**src/hw/link_irq_pkg.sv**
```systemverilog
/*
 Constants for the link interrupt status block: register offsets,
 field positions, reset values, alignment block size.
 Assumes nothing of its surroundings.
*/
package link_irq_pkg;
	localparam int ADDR_W = 12;
	localparam int DATA_W = 8;
	localparam int CFG_OCTETS = 14;
	localparam logic [ADDR_W-1:0] CFG_BASE_ADDR = 12'h450;
	localparam logic [ADDR_W-1:0] CFG_LAST_ADDR = 12'h45D;
	localparam logic [ADDR_W-1:0] ENABLE_LOW_ADDR = 12'h4B8;
	localparam logic [ADDR_W-1:0] ENABLE_HIGH_ADDR = 12'h4B9;
	localparam logic [ADDR_W-1:0] STATUS_LOW_ADDR = 12'h4BA;
	localparam logic [ADDR_W-1:0] STATUS_HIGH_ADDR = 12'h4BB;
	localparam logic [DATA_W-1:0] REG_RESET = 8'h00;
	localparam int MISMATCH_BIT = 0;
	localparam int EV_DISPARITY = 7;
	localparam int EV_NOT_IN_TABLE = 6;
	localparam int EV_UNEXPECTED_K = 5;
	localparam int EV_DESKEW = 4;
	localparam int EV_LANE_SYNC = 3;
	localparam int EV_CHECKSUM = 2;
	localparam int EV_FRAME_SYNC = 1;
	localparam int EV_CODE_GROUP = 0;
	localparam logic [3:0] OCT_IDX_ZERO = 4'h0;
	localparam logic [3:0] OCT_IDX_LAST = 4'hD;
endpackage

```
**src/hw/cfg_compare_if.sv**
```systemverilog
/*
 Carrier between the register block and the alignment comparator.
 Assumes one clock domain.
*/
`timescale 1ns/1ps
interface cfg_compare_if;
	import link_irq_pkg::*;
	logic [CFG_OCTETS*DATA_W-1:0] expected;
	logic rx_valid;
	logic [3:0] rx_index;
	logic [DATA_W-1:0] rx_octet;
	logic rx_last;
	logic mismatch_pulse;
	logic checksum_good_pulse;
	modport regs (output expected, output rx_valid, output rx_index,
		output rx_octet, output rx_last,
		input mismatch_pulse, input checksum_good_pulse);
	modport cmp (input expected, input rx_valid, input rx_index,
		input rx_octet, input rx_last,
		output mismatch_pulse, output checksum_good_pulse);
endinterface

```
**src/hw/cfg_compare.sv**
```systemverilog
/*
 Compares lane 0 alignment octets with the programmed copy and checks
 the received checksum against one computed from received data only.
 Assumes octets arrive in index order 0..13, checksum in octet 13.
*/
`timescale 1ns/1ps
module cfg_compare
	import link_irq_pkg::*;
(
	input wire logic core_clk_i,
	input wire logic rst_n_i,
	cfg_compare_if.cmp cmp
);
	logic diff_reg;
	logic [DATA_W-1:0] sum_reg;
	logic pulse_reg;
	logic cks_reg;
	logic [DATA_W-1:0] exp_octet;
	logic differs;
	logic [DATA_W-1:0] sum_next;

	always_comb begin
		exp_octet = cmp.expected[cmp.rx_index*DATA_W +: DATA_W];
		// Every octet, checksum included, takes part
		differs = cmp.rx_valid && (exp_octet != cmp.rx_octet);
		sum_next = (cmp.rx_index == OCT_IDX_ZERO) ? REG_RESET : sum_reg;
		if (cmp.rx_valid && cmp.rx_index != OCT_IDX_LAST)
			sum_next = DATA_W'(sum_next + cmp.rx_octet);
	end

	always_ff @(posedge core_clk_i) begin
		if (!rst_n_i) begin
			diff_reg <= 1'b0;
			sum_reg <= REG_RESET;
		end else if (cmp.rx_valid) begin
			diff_reg <= (cmp.rx_index == OCT_IDX_ZERO ? 1'b0 : diff_reg)
				| differs;
			sum_reg <= sum_next;
		end
	end

	always_ff @(posedge core_clk_i) begin
		if (!rst_n_i) begin
			pulse_reg <= 1'b0;
			cks_reg <= 1'b0;
		end else begin
			pulse_reg <= cmp.rx_valid && cmp.rx_last && (differs ||
				(cmp.rx_index != OCT_IDX_ZERO && diff_reg));
			// Transmitted checksum against received sum only
			cks_reg <= cmp.rx_valid && cmp.rx_last &&
				(cmp.rx_octet == sum_reg);
		end
	end

	assign cmp.mismatch_pulse = pulse_reg;
	assign cmp.checksum_good_pulse = cks_reg;
endmodule // cfg_compare

```
**src/hw/serial_link_irq_status.sv**
```systemverilog
/*
 Link interrupt enable and status registers with the lane 0
 configuration mismatch check.
 Assumes the configuration port gives a one-cycle write or read strobe
 with address, and lane logic gives one-cycle event pulses.
*/
`timescale 1ns/1ps
// Overview of operation
// - Mismatch check looks at lane 0 octets only.
// - Received alignment data differing from programmed copy raises mismatch.
// - Every alignment octet, checksum included, is compared.
// - Low status bits 7..0: disparity, table, K, deskew, sync, cks, fs, cgs.
// - High status bit 0 is mismatch; bits 7..1 read zero.
// - Checksum event compares sent and computed sums, never programmed one.
module serial_link_irq_status
	import link_irq_pkg::*;
#(
	parameter int LANES = 8
) (
	input wire logic core_clk_i,
	input wire logic rst_n_i,
	input wire logic cfg_wr_i,
	input wire logic cfg_rd_i,
	input wire logic [ADDR_W-1:0] cfg_addr_i,
	input wire logic [DATA_W-1:0] cfg_wdata_i,
	output logic [DATA_W-1:0] cfg_rdata_o,
	output logic cfg_rvalid_o,
	input wire logic [LANES-1:0] lane_valid_i,
	input wire logic [3:0] lane0_index_i,
	input wire logic [DATA_W-1:0] lane0_octet_i,
	input wire logic lane0_last_i,
	input wire logic [DATA_W-1:0] link_event_i,
	output logic irq_o
);
	// ---------------------------------------------
	// Registers
	// ---------------------------------------------
	logic [DATA_W-1:0] enable_low_reg;
	logic cfg_mismatch_enable;
	logic [DATA_W-1:0] status_low_reg;
	logic cfg_mismatch_flag;
	logic [DATA_W-1:0] cfg_copy_reg [CFG_OCTETS];
	logic [DATA_W-1:0] rdata_next;
	logic irq_reg;
	logic [DATA_W-1:0] event_vec;
	cfg_compare_if link ();

	function automatic logic hit(input logic [ADDR_W-1:0] a);
		return a == cfg_addr_i;
	endfunction

	function automatic logic in_cfg(input logic [ADDR_W-1:0] a);
		return a >= CFG_BASE_ADDR && a <= CFG_LAST_ADDR;
	endfunction

	always_ff @(posedge core_clk_i) begin
		if (!rst_n_i) begin
			enable_low_reg <= REG_RESET;
			cfg_mismatch_enable <= 1'b0;
		end else if (cfg_wr_i) begin
			if (hit(ENABLE_LOW_ADDR))
				enable_low_reg <= cfg_wdata_i;
			if (hit(ENABLE_HIGH_ADDR))
				cfg_mismatch_enable <= cfg_wdata_i[MISMATCH_BIT];
		end
	end

	generate
		for (genvar i = 0; i < CFG_OCTETS; i++) begin : g_copy
			always_ff @(posedge core_clk_i) begin
				if (!rst_n_i)
					cfg_copy_reg[i] <= REG_RESET;
				else if (cfg_wr_i && hit(ADDR_W'(CFG_BASE_ADDR + i)))
					cfg_copy_reg[i] <= cfg_wdata_i;
			end
			assign link.expected[i*DATA_W +: DATA_W] = cfg_copy_reg[i];
		end
	endgenerate

	// ---------------------------------------------
	// Comparator hookup
	// ---------------------------------------------
	// Other lanes never reach the comparator
	assign link.rx_valid = lane_valid_i[0];
	assign link.rx_index = lane0_index_i;
	assign link.rx_octet = lane0_octet_i;
	assign link.rx_last = lane0_last_i;

	cfg_compare u_cmp (
		.core_clk_i(core_clk_i),
		.rst_n_i(rst_n_i),
		.cmp(link.cmp)
	);

	// ---------------------------------------------
	// Sticky flags
	// ---------------------------------------------
	// Checksum event comes from the comparator, never from the pin
	always_comb begin
		event_vec = link_event_i;
		event_vec[EV_CHECKSUM] = link.checksum_good_pulse;
	end

	// Set wins over a write-one clear in the same cycle
	always_ff @(posedge core_clk_i) begin
		if (!rst_n_i) begin
			status_low_reg <= REG_RESET;
		end else begin
			for (int b = 0; b < DATA_W; b++) begin
				if (event_vec[b])
					status_low_reg[b] <= 1'b1;
				else if (cfg_wr_i && hit(STATUS_LOW_ADDR) &&
					cfg_wdata_i[b])
					status_low_reg[b] <= 1'b0;
			end
		end
	end

	always_ff @(posedge core_clk_i) begin
		if (!rst_n_i)
			cfg_mismatch_flag <= 1'b0;
		else if (link.mismatch_pulse)
			cfg_mismatch_flag <= 1'b1;
		else if (cfg_wr_i && hit(STATUS_HIGH_ADDR) &&
			cfg_wdata_i[MISMATCH_BIT])
			cfg_mismatch_flag <= 1'b0;
	end

	always_ff @(posedge core_clk_i) begin
		if (!rst_n_i)
			irq_reg <= 1'b0;
		else
			irq_reg <= |(status_low_reg & enable_low_reg) ||
				(cfg_mismatch_flag && cfg_mismatch_enable);
	end
	assign irq_o = irq_reg;

	// ---------------------------------------------
	// Read path
	// ---------------------------------------------
	always_comb begin
		rdata_next = REG_RESET;
		if (hit(ENABLE_LOW_ADDR))
			rdata_next = enable_low_reg;
		else if (hit(ENABLE_HIGH_ADDR))
			rdata_next[MISMATCH_BIT] = cfg_mismatch_enable;
		else if (hit(STATUS_LOW_ADDR))
			rdata_next = status_low_reg;
		else if (hit(STATUS_HIGH_ADDR))
			rdata_next[MISMATCH_BIT] = cfg_mismatch_flag;
		else if (in_cfg(cfg_addr_i))
			rdata_next = cfg_copy_reg[4'(cfg_addr_i - CFG_BASE_ADDR)];
	end

	always_ff @(posedge core_clk_i) begin
		if (!rst_n_i) begin
			cfg_rdata_o <= REG_RESET;
			cfg_rvalid_o <= 1'b0;
		end else begin
			cfg_rvalid_o <= cfg_rd_i;
			if (cfg_rd_i)
				cfg_rdata_o <= rdata_next;
		end
	end
endmodule // serial_link_irq_status

```
**config.mk**
```make
export PLATFORM = sky130hd
export DESIGN_NAME = serial_link_irq_status
export DESIGN_NICKNAME = d
export VERILOG_FILES = /design/src/hw/link_irq_pkg.sv /design/src/hw/cfg_compare_if.sv /design/src/hw/cfg_compare.sv /design/src/hw/serial_link_irq_status.sv
export SDC_FILE = /design/constraint.sdc
export NUM_CORES = 1
export LEC_CHECK = 0
export BUFFER_PORTS_ARGS = -buffer_cell sky130_fd_sc_hd__buf_2
export CAP_MARGIN = 15
export CORE_ASPECT_RATIO = 0.5
export CORE_UTILIZATION = 56
export DETAILED_ROUTE_END_ITERATION = 8
export PLACE_DENSITY = 0.76
export SYNTH_ARGS = -nofsm -noshare
export SYNTH_HDL_FRONTEND = slang
export SYNTH_HIERARCHICAL = 1
export SYNTH_SLANG_ARGS = --single-unit
```
**constraint.sdc**
```tcl
create_clock -name core_clk_i -period 4.3 [get_ports core_clk_i]
set_input_delay 0.215 -clock core_clk_i [delete_from_list [all_inputs] [get_ports core_clk_i]]
set_output_delay 0.215 -clock core_clk_i [all_outputs]
set_load 0.02 [all_outputs]
```
---- Word-level counts from Yosys, hierarchy flattened ----
Memories as Yosys holds them, arrays and structs flattened.
Cells that the tools add are included.
storage, ports and cells
  register bits after elaboration ......... 39
  RAM bits ................................ 112
  input bits .............................. 53
  logic and storage cells ................. 195
  memories ................................ 1
memories
  memory        words  bits a word  rd ports  clocked after Yosys merged registers in  write ports  RTL line                      source
  cfg_copy_reg  14     8            15        0                                        14           serial_link_irq_status.sv:42  logic [DATA_W-1:0] cfg_copy_reg [CFG_OCTETS];
operators by class
  add/sub/neg operators ................... 2
  $lt $le $gt $ge ......................... 2
  equal/unequal tests ..................... 21
  shift operators ......................... 1
  muxes and demuxes ....................... 85
  bitwise operators ....................... 16
  reduce and logical (&&, ||, !) cells .... 49
operators by type and width
  cell                    number
  $eq A11 B12 Y1 const A  18
  $mux W8                 19
  $shiftx A112 B8 Y8      1
  $mux W1                 64
  $logic_and A1 B1 Y1     33
  $reduce_bool A2 Y1      9
  $or A1 B1 Y1            15
  $mux W7                 2
  $ge A12 B11 Y1 const B  1
  $le A12 B11 Y1 const B  1
  $add A8 B8 Y8           1
  $and A8 B8 Y8           1
  $eq A8 B8 Y1            1
  $ne A8 B8 Y1            1
  $reduce_or A8 Y1        1
  $logic_not A4 Y1        1
  $ne A4 B4 Y1 const B    1
  $reduce_and A2 Y1       2
  $reduce_bool A4 Y1      1
  $sub A4 B1 Y4 const B   1
  $logic_or A1 B1 Y1      2

---- Depth between registers and ports, before layout ----
  word-level depth ........................ 7
  mapped depth ............................ 16
  mapped depth without buffers ............ 13

---- By module ----
Netlist, hierarchy kept.
by module, submodules not included
  module                  times used  cells each  area each (µm²)  seq. area each (µm²)
  serial_link_irq_status  1           513         6612.6           3923.8
  cfg_compare             1           224         1978.1           220.2

---- Worst setup path after synthesis ----
No wires, ideal clock.
  path type ............................... input -> register
  start point ............................. in lane0_index_i[0]
  end point ............................... reg u_cmp.sum_reg[7]
  library setup time ...................... 0.070 ns
  arrival time ............................ 2.884 ns
  data required time ...................... 4.230 ns
  slack ................................... 1.346 ns
  cell stages on the path ................. 15
  path buffers ............................ 4
  cell sequence ........................... buf_6 > buf_6 > buf_6 > buf_6 > nor3_2 > nand2b_1 > inv_1 > ha_1 > a21o_1 > a211oi_1 > nor2_1 > o41ai_1 > xor2_1 > a211o_1 > a21oi_1
on the way
  cells in the longest elaborated chain, start to end .. 4
RTL lines
  element                 RTL line                      source
  start: declaration      serial_link_irq_status.sv:29  input wire logic [3:0] lane0_index_i,
  $logic_not A4 Y1        cfg_compare.sv:26             sum_next = (cmp.rx_index == OCT_IDX_ZERO) ? REG_RESET : sum_reg;
  $mux W8                 cfg_compare.sv:26
  $add A8 B8 Y8           cfg_compare.sv:28             sum_next = DATA_W'(sum_next + cmp.rx_octet);
  $mux W8 (*)             cfg_compare.sv:27             if (cmp.rx_valid && cmp.rx_index != OCT_IDX_LAST)
  end signal: assignment  cfg_compare.sv:38             sum_reg <= sum_next;
  end: declaration        cfg_compare.sv:15             logic [DATA_W-1:0] sum_reg;
Every way passes the cells marked *; elsewhere a longest branch is shown, timed or not.
A chain may end at the register's enable or synchronous reset.

---- Worst setup path in the final report ----
  start point ............................. in lane0_index_i[1]
  end point ............................... reg u_cmp.sum_reg[7]
Same word-level chain as after synthesis.

==> metrics.cfg <==
[run_status]
status=finished clean

[cts]
postCtsSetupBuffers=0
root_buffer=clkbuf_16
cts_sinks=151
tritoncts=yes
clk_latency_ns=0.43
cts.clk_slew.worst_paths_ns=0.07
h-tree-depth=4
clock_path_buffers=2
cts_buffers=17

[logic_synthesis]
yosys.cell_count.top_type=and2_1
synth_top_area_share_pct=39.1
synth_nets=798
async_reset_ff_share_pct=0
yosys.area.top_type=edfxtp_1
ys_ff_latch=151
syn_inst=737
synth-seq-area-share_pct=48.2
ys_types=76
post_synth_instance_area_um2=8590
netlist_top_cells_area=edfxtp_1 39%, dfxtp_1 9.1%, and2_1 8.4%
synth_edf_count=112
syn_avg_cell_area_um2=11.7
synth-warning-count=6
ys.flop_type=edfxtp_1
synth_common_cells=115 x and2_1, 112 x edfxtp_1, 47 x mux2i_1

[grt]
grt_pass1_wl_mm=36.4
antenna_found_initial=2
grt-ovfl-total=0
grt_use_total_pct=32.2
grt_pass1_vias=6166
grt_start_max_net_pins=39

[route]
dr.first_iter.drc_count=797
routed_wl_mm=24.4
drc_errors=0
vias=6473
wl_per_cell_um=24.4
final_antenna_net_count=0
via_per_inst=6.47
first_pass_iters=6

[floorplanning]
die_width_um=177
start_util_pct=58.4
dieArea_um2=15900
num_io_pins=63
coreArea_um2=14700
core.rowCount=31
die_h_um=89.6

[min_path]
hold_path_startpoint=lane_valid_i[0]
min_to=u_cmp/diff_reg$_SDFFE_PN0P_
hold_depth=3
min_path_type=in2reg

[job]
maxCapViolCount=0

[cells_and_area]
fill_cells=1077
drive_gt1_share_pct=20.2
layout.nets=850
diodes=0
ff_latch_area_um2=4140
area_growth_pct=12.5
largest_reg_flops=112
multiInputGateArea_um2=4120

[setup_path]
start_kind=input port
crit_required_ns=4.65
crit_path_end_kind=flop
cp_max_fo=24
worstPathCellList=buf_2 -> or2_2 -> nor3_2 -> buf_4 -> nand2b_1 -> inv_1 -> ha_1 -> a21o_1 -> a211oi_1 -> nor2_1 -> o41ai_1 -> xor2_1 -> a211o_1 -> a21oi_1
ff2ff_path_depth=10
critical_path_class=in2reg
cpMaxStageDelayCell=or2_2
arrival_ns=3.18
reg2reg_from=u_cmp/sum_reg[1]$_SDFFE_PN0P_
r2r_slack_ns=2.02
crit_path_max_incr_delay_ns=0.42
reg2reg_to=u_cmp/sum_reg[7]$_SDFFE_PN0P_

[timing]
slew_headroom_pct=27.1
fin_crit_ns=2.83
skew_ns=0.0139
final_max_slew_viol_count=0
fin_crit_sh_pct=65.8
rsz0062_at_grt=no
fmax_mhz=354
hold_violations=0
setup_tns_ns=0
finalSetupViolCount=0
timing.hold.ws_ns=0.0603
worstMarginPinSlew_ns=1.08

[pwr]
irDropWorstVdd_v=0.000326
powerDensity_nw_per_um2=386
p_leak_nw=3.60

[place]
io_buffers=54
dp_hpwl_mm=16.8
gp_congestion=0.943

## routing by layer
layer / vias to the layer above / GRT usage (%) / wire [um] / share of wire (%)
met5: - / 2.68 / 24 / 0.098
li1: 2871 / - / - / -
met2: 395 / 47.6 / 10500 / 43
met1: 3167 / 42.5 / 9980 / 41
met4: 4 / 10.2 / 396 / 1.6
met3: 36 / 14.5 / 3500 / 14
## report_power, final
part | internal (W) | total (W) | leakage [nW] | switching [W]
Clock | 0.000844 | 0.00156 | 0.304 | 0.000720
Sequential | 0.00163 | 0.00168 | 1.38 | 0.0000505
Combinational | 0.000199 | 0.000481 | 1.92 | 0.000282
## layout make-up
class / instances / area share, %
Sequential cell: 151 / 42.9
Tap cell: 198 / 2.56
Clock inverter: 15 / 2.02
Timing Repair Buffer: 77 / 4.76
Inverter: 20 / 0.777
Multi-Input combinational cell: 522 / 42.6
Clock buffer: 17 / 4.40
## cell families (layout without fill, tap and decap cells)
group | Yosys count | in the layout | share of synthesized area, %
xor+xnor | 27 | 27 | 2.75
mux | 89 | 89 | 15.4
buf+inv | 64 | 129 | 3.85
flops | 151 | 151 | 48.2
compound gates | 144 | 144 | 10.9
simple gates | 254 | 254 | 17.6
fa+ha+maj | 8 | 8 | 1.25
## what timing repair did
action	CTS	global route
hold buffers	7	0
gates resized for setup	0	0
endpoints found under the hold margin	7	0
## worst max-delay path: cells and delay by family
family	cells	cell delay [ns]
XOR/XNOR	1	0.15
buffers and inverters	3	0.55
AO/OA/AOI/OAI	5	1.18
AND/OR/NAND/NOR	4	0.80
adder cells (fa/ha/maj)	1	0.27
## cell usage in the layout, fill, tap and decap left out, types with 9 or more instances in the layout
master / count
edfxtp_1: 112
a21oi_1: 25
o22ai_1: 12
mux2i_1: 47
inv_1: 19
nor2_1: 39
buf_2: 54
a221oi_1: 12
xor2_1: 14
buf_4: 15
o21a_1: 9
a31oi_1: 10
nor2b_1: 11
xnor2_1: 13
and2_1: 115
o21ai_0: 39
clkbuf_16: 17
nand2_1: 15
nand3_1: 20
mux2_2: 9
dfxtp_1: 39
mux4_2: 30
## worst max path at each step
stage,from,endpoint,slack [ns]
2_1_floorplan,lane0_index_i[0],u_cmp/sum_reg[7]$_SDFFE_PN0P_,1.35
3_3_place_gp,lane0_index_i[1],u_cmp/sum_reg[7]$_SDFFE_PN0P_,1.14
3_5_place_dp,lane0_index_i[1],u_cmp/sum_reg[7]$_SDFFE_PN0P_,1.08
4_1_cts,lane0_index_i[1],u_cmp/sum_reg[7]$_SDFFE_PN0P_,1.51
5_1_grt,lane0_index_i[1],u_cmp/sum_reg[7]$_SDFFE_PN0P_,1.25
6_report,lane0_index_i[1],u_cmp/sum_reg[7]$_SDFFE_PN0P_,1.47
## metrics by stage
stage	worst slack [ns]	cell area, um2	total power [W]	cells	utilization (%)
floorplan	1.35	8590	0.00201	737	-
global placement	1.14	8970	0.00216	960	61.0
detailed placement	1.08	8970	0.00217	960	61.0
global route	1.25	9660	0.00383	1000	65.7
finish	1.47	9660	0.00373	1000	65.7
CTS	1.51	9660	0.00372	999	65.7
Note: power is estimated with default switching activity, not from simulation.
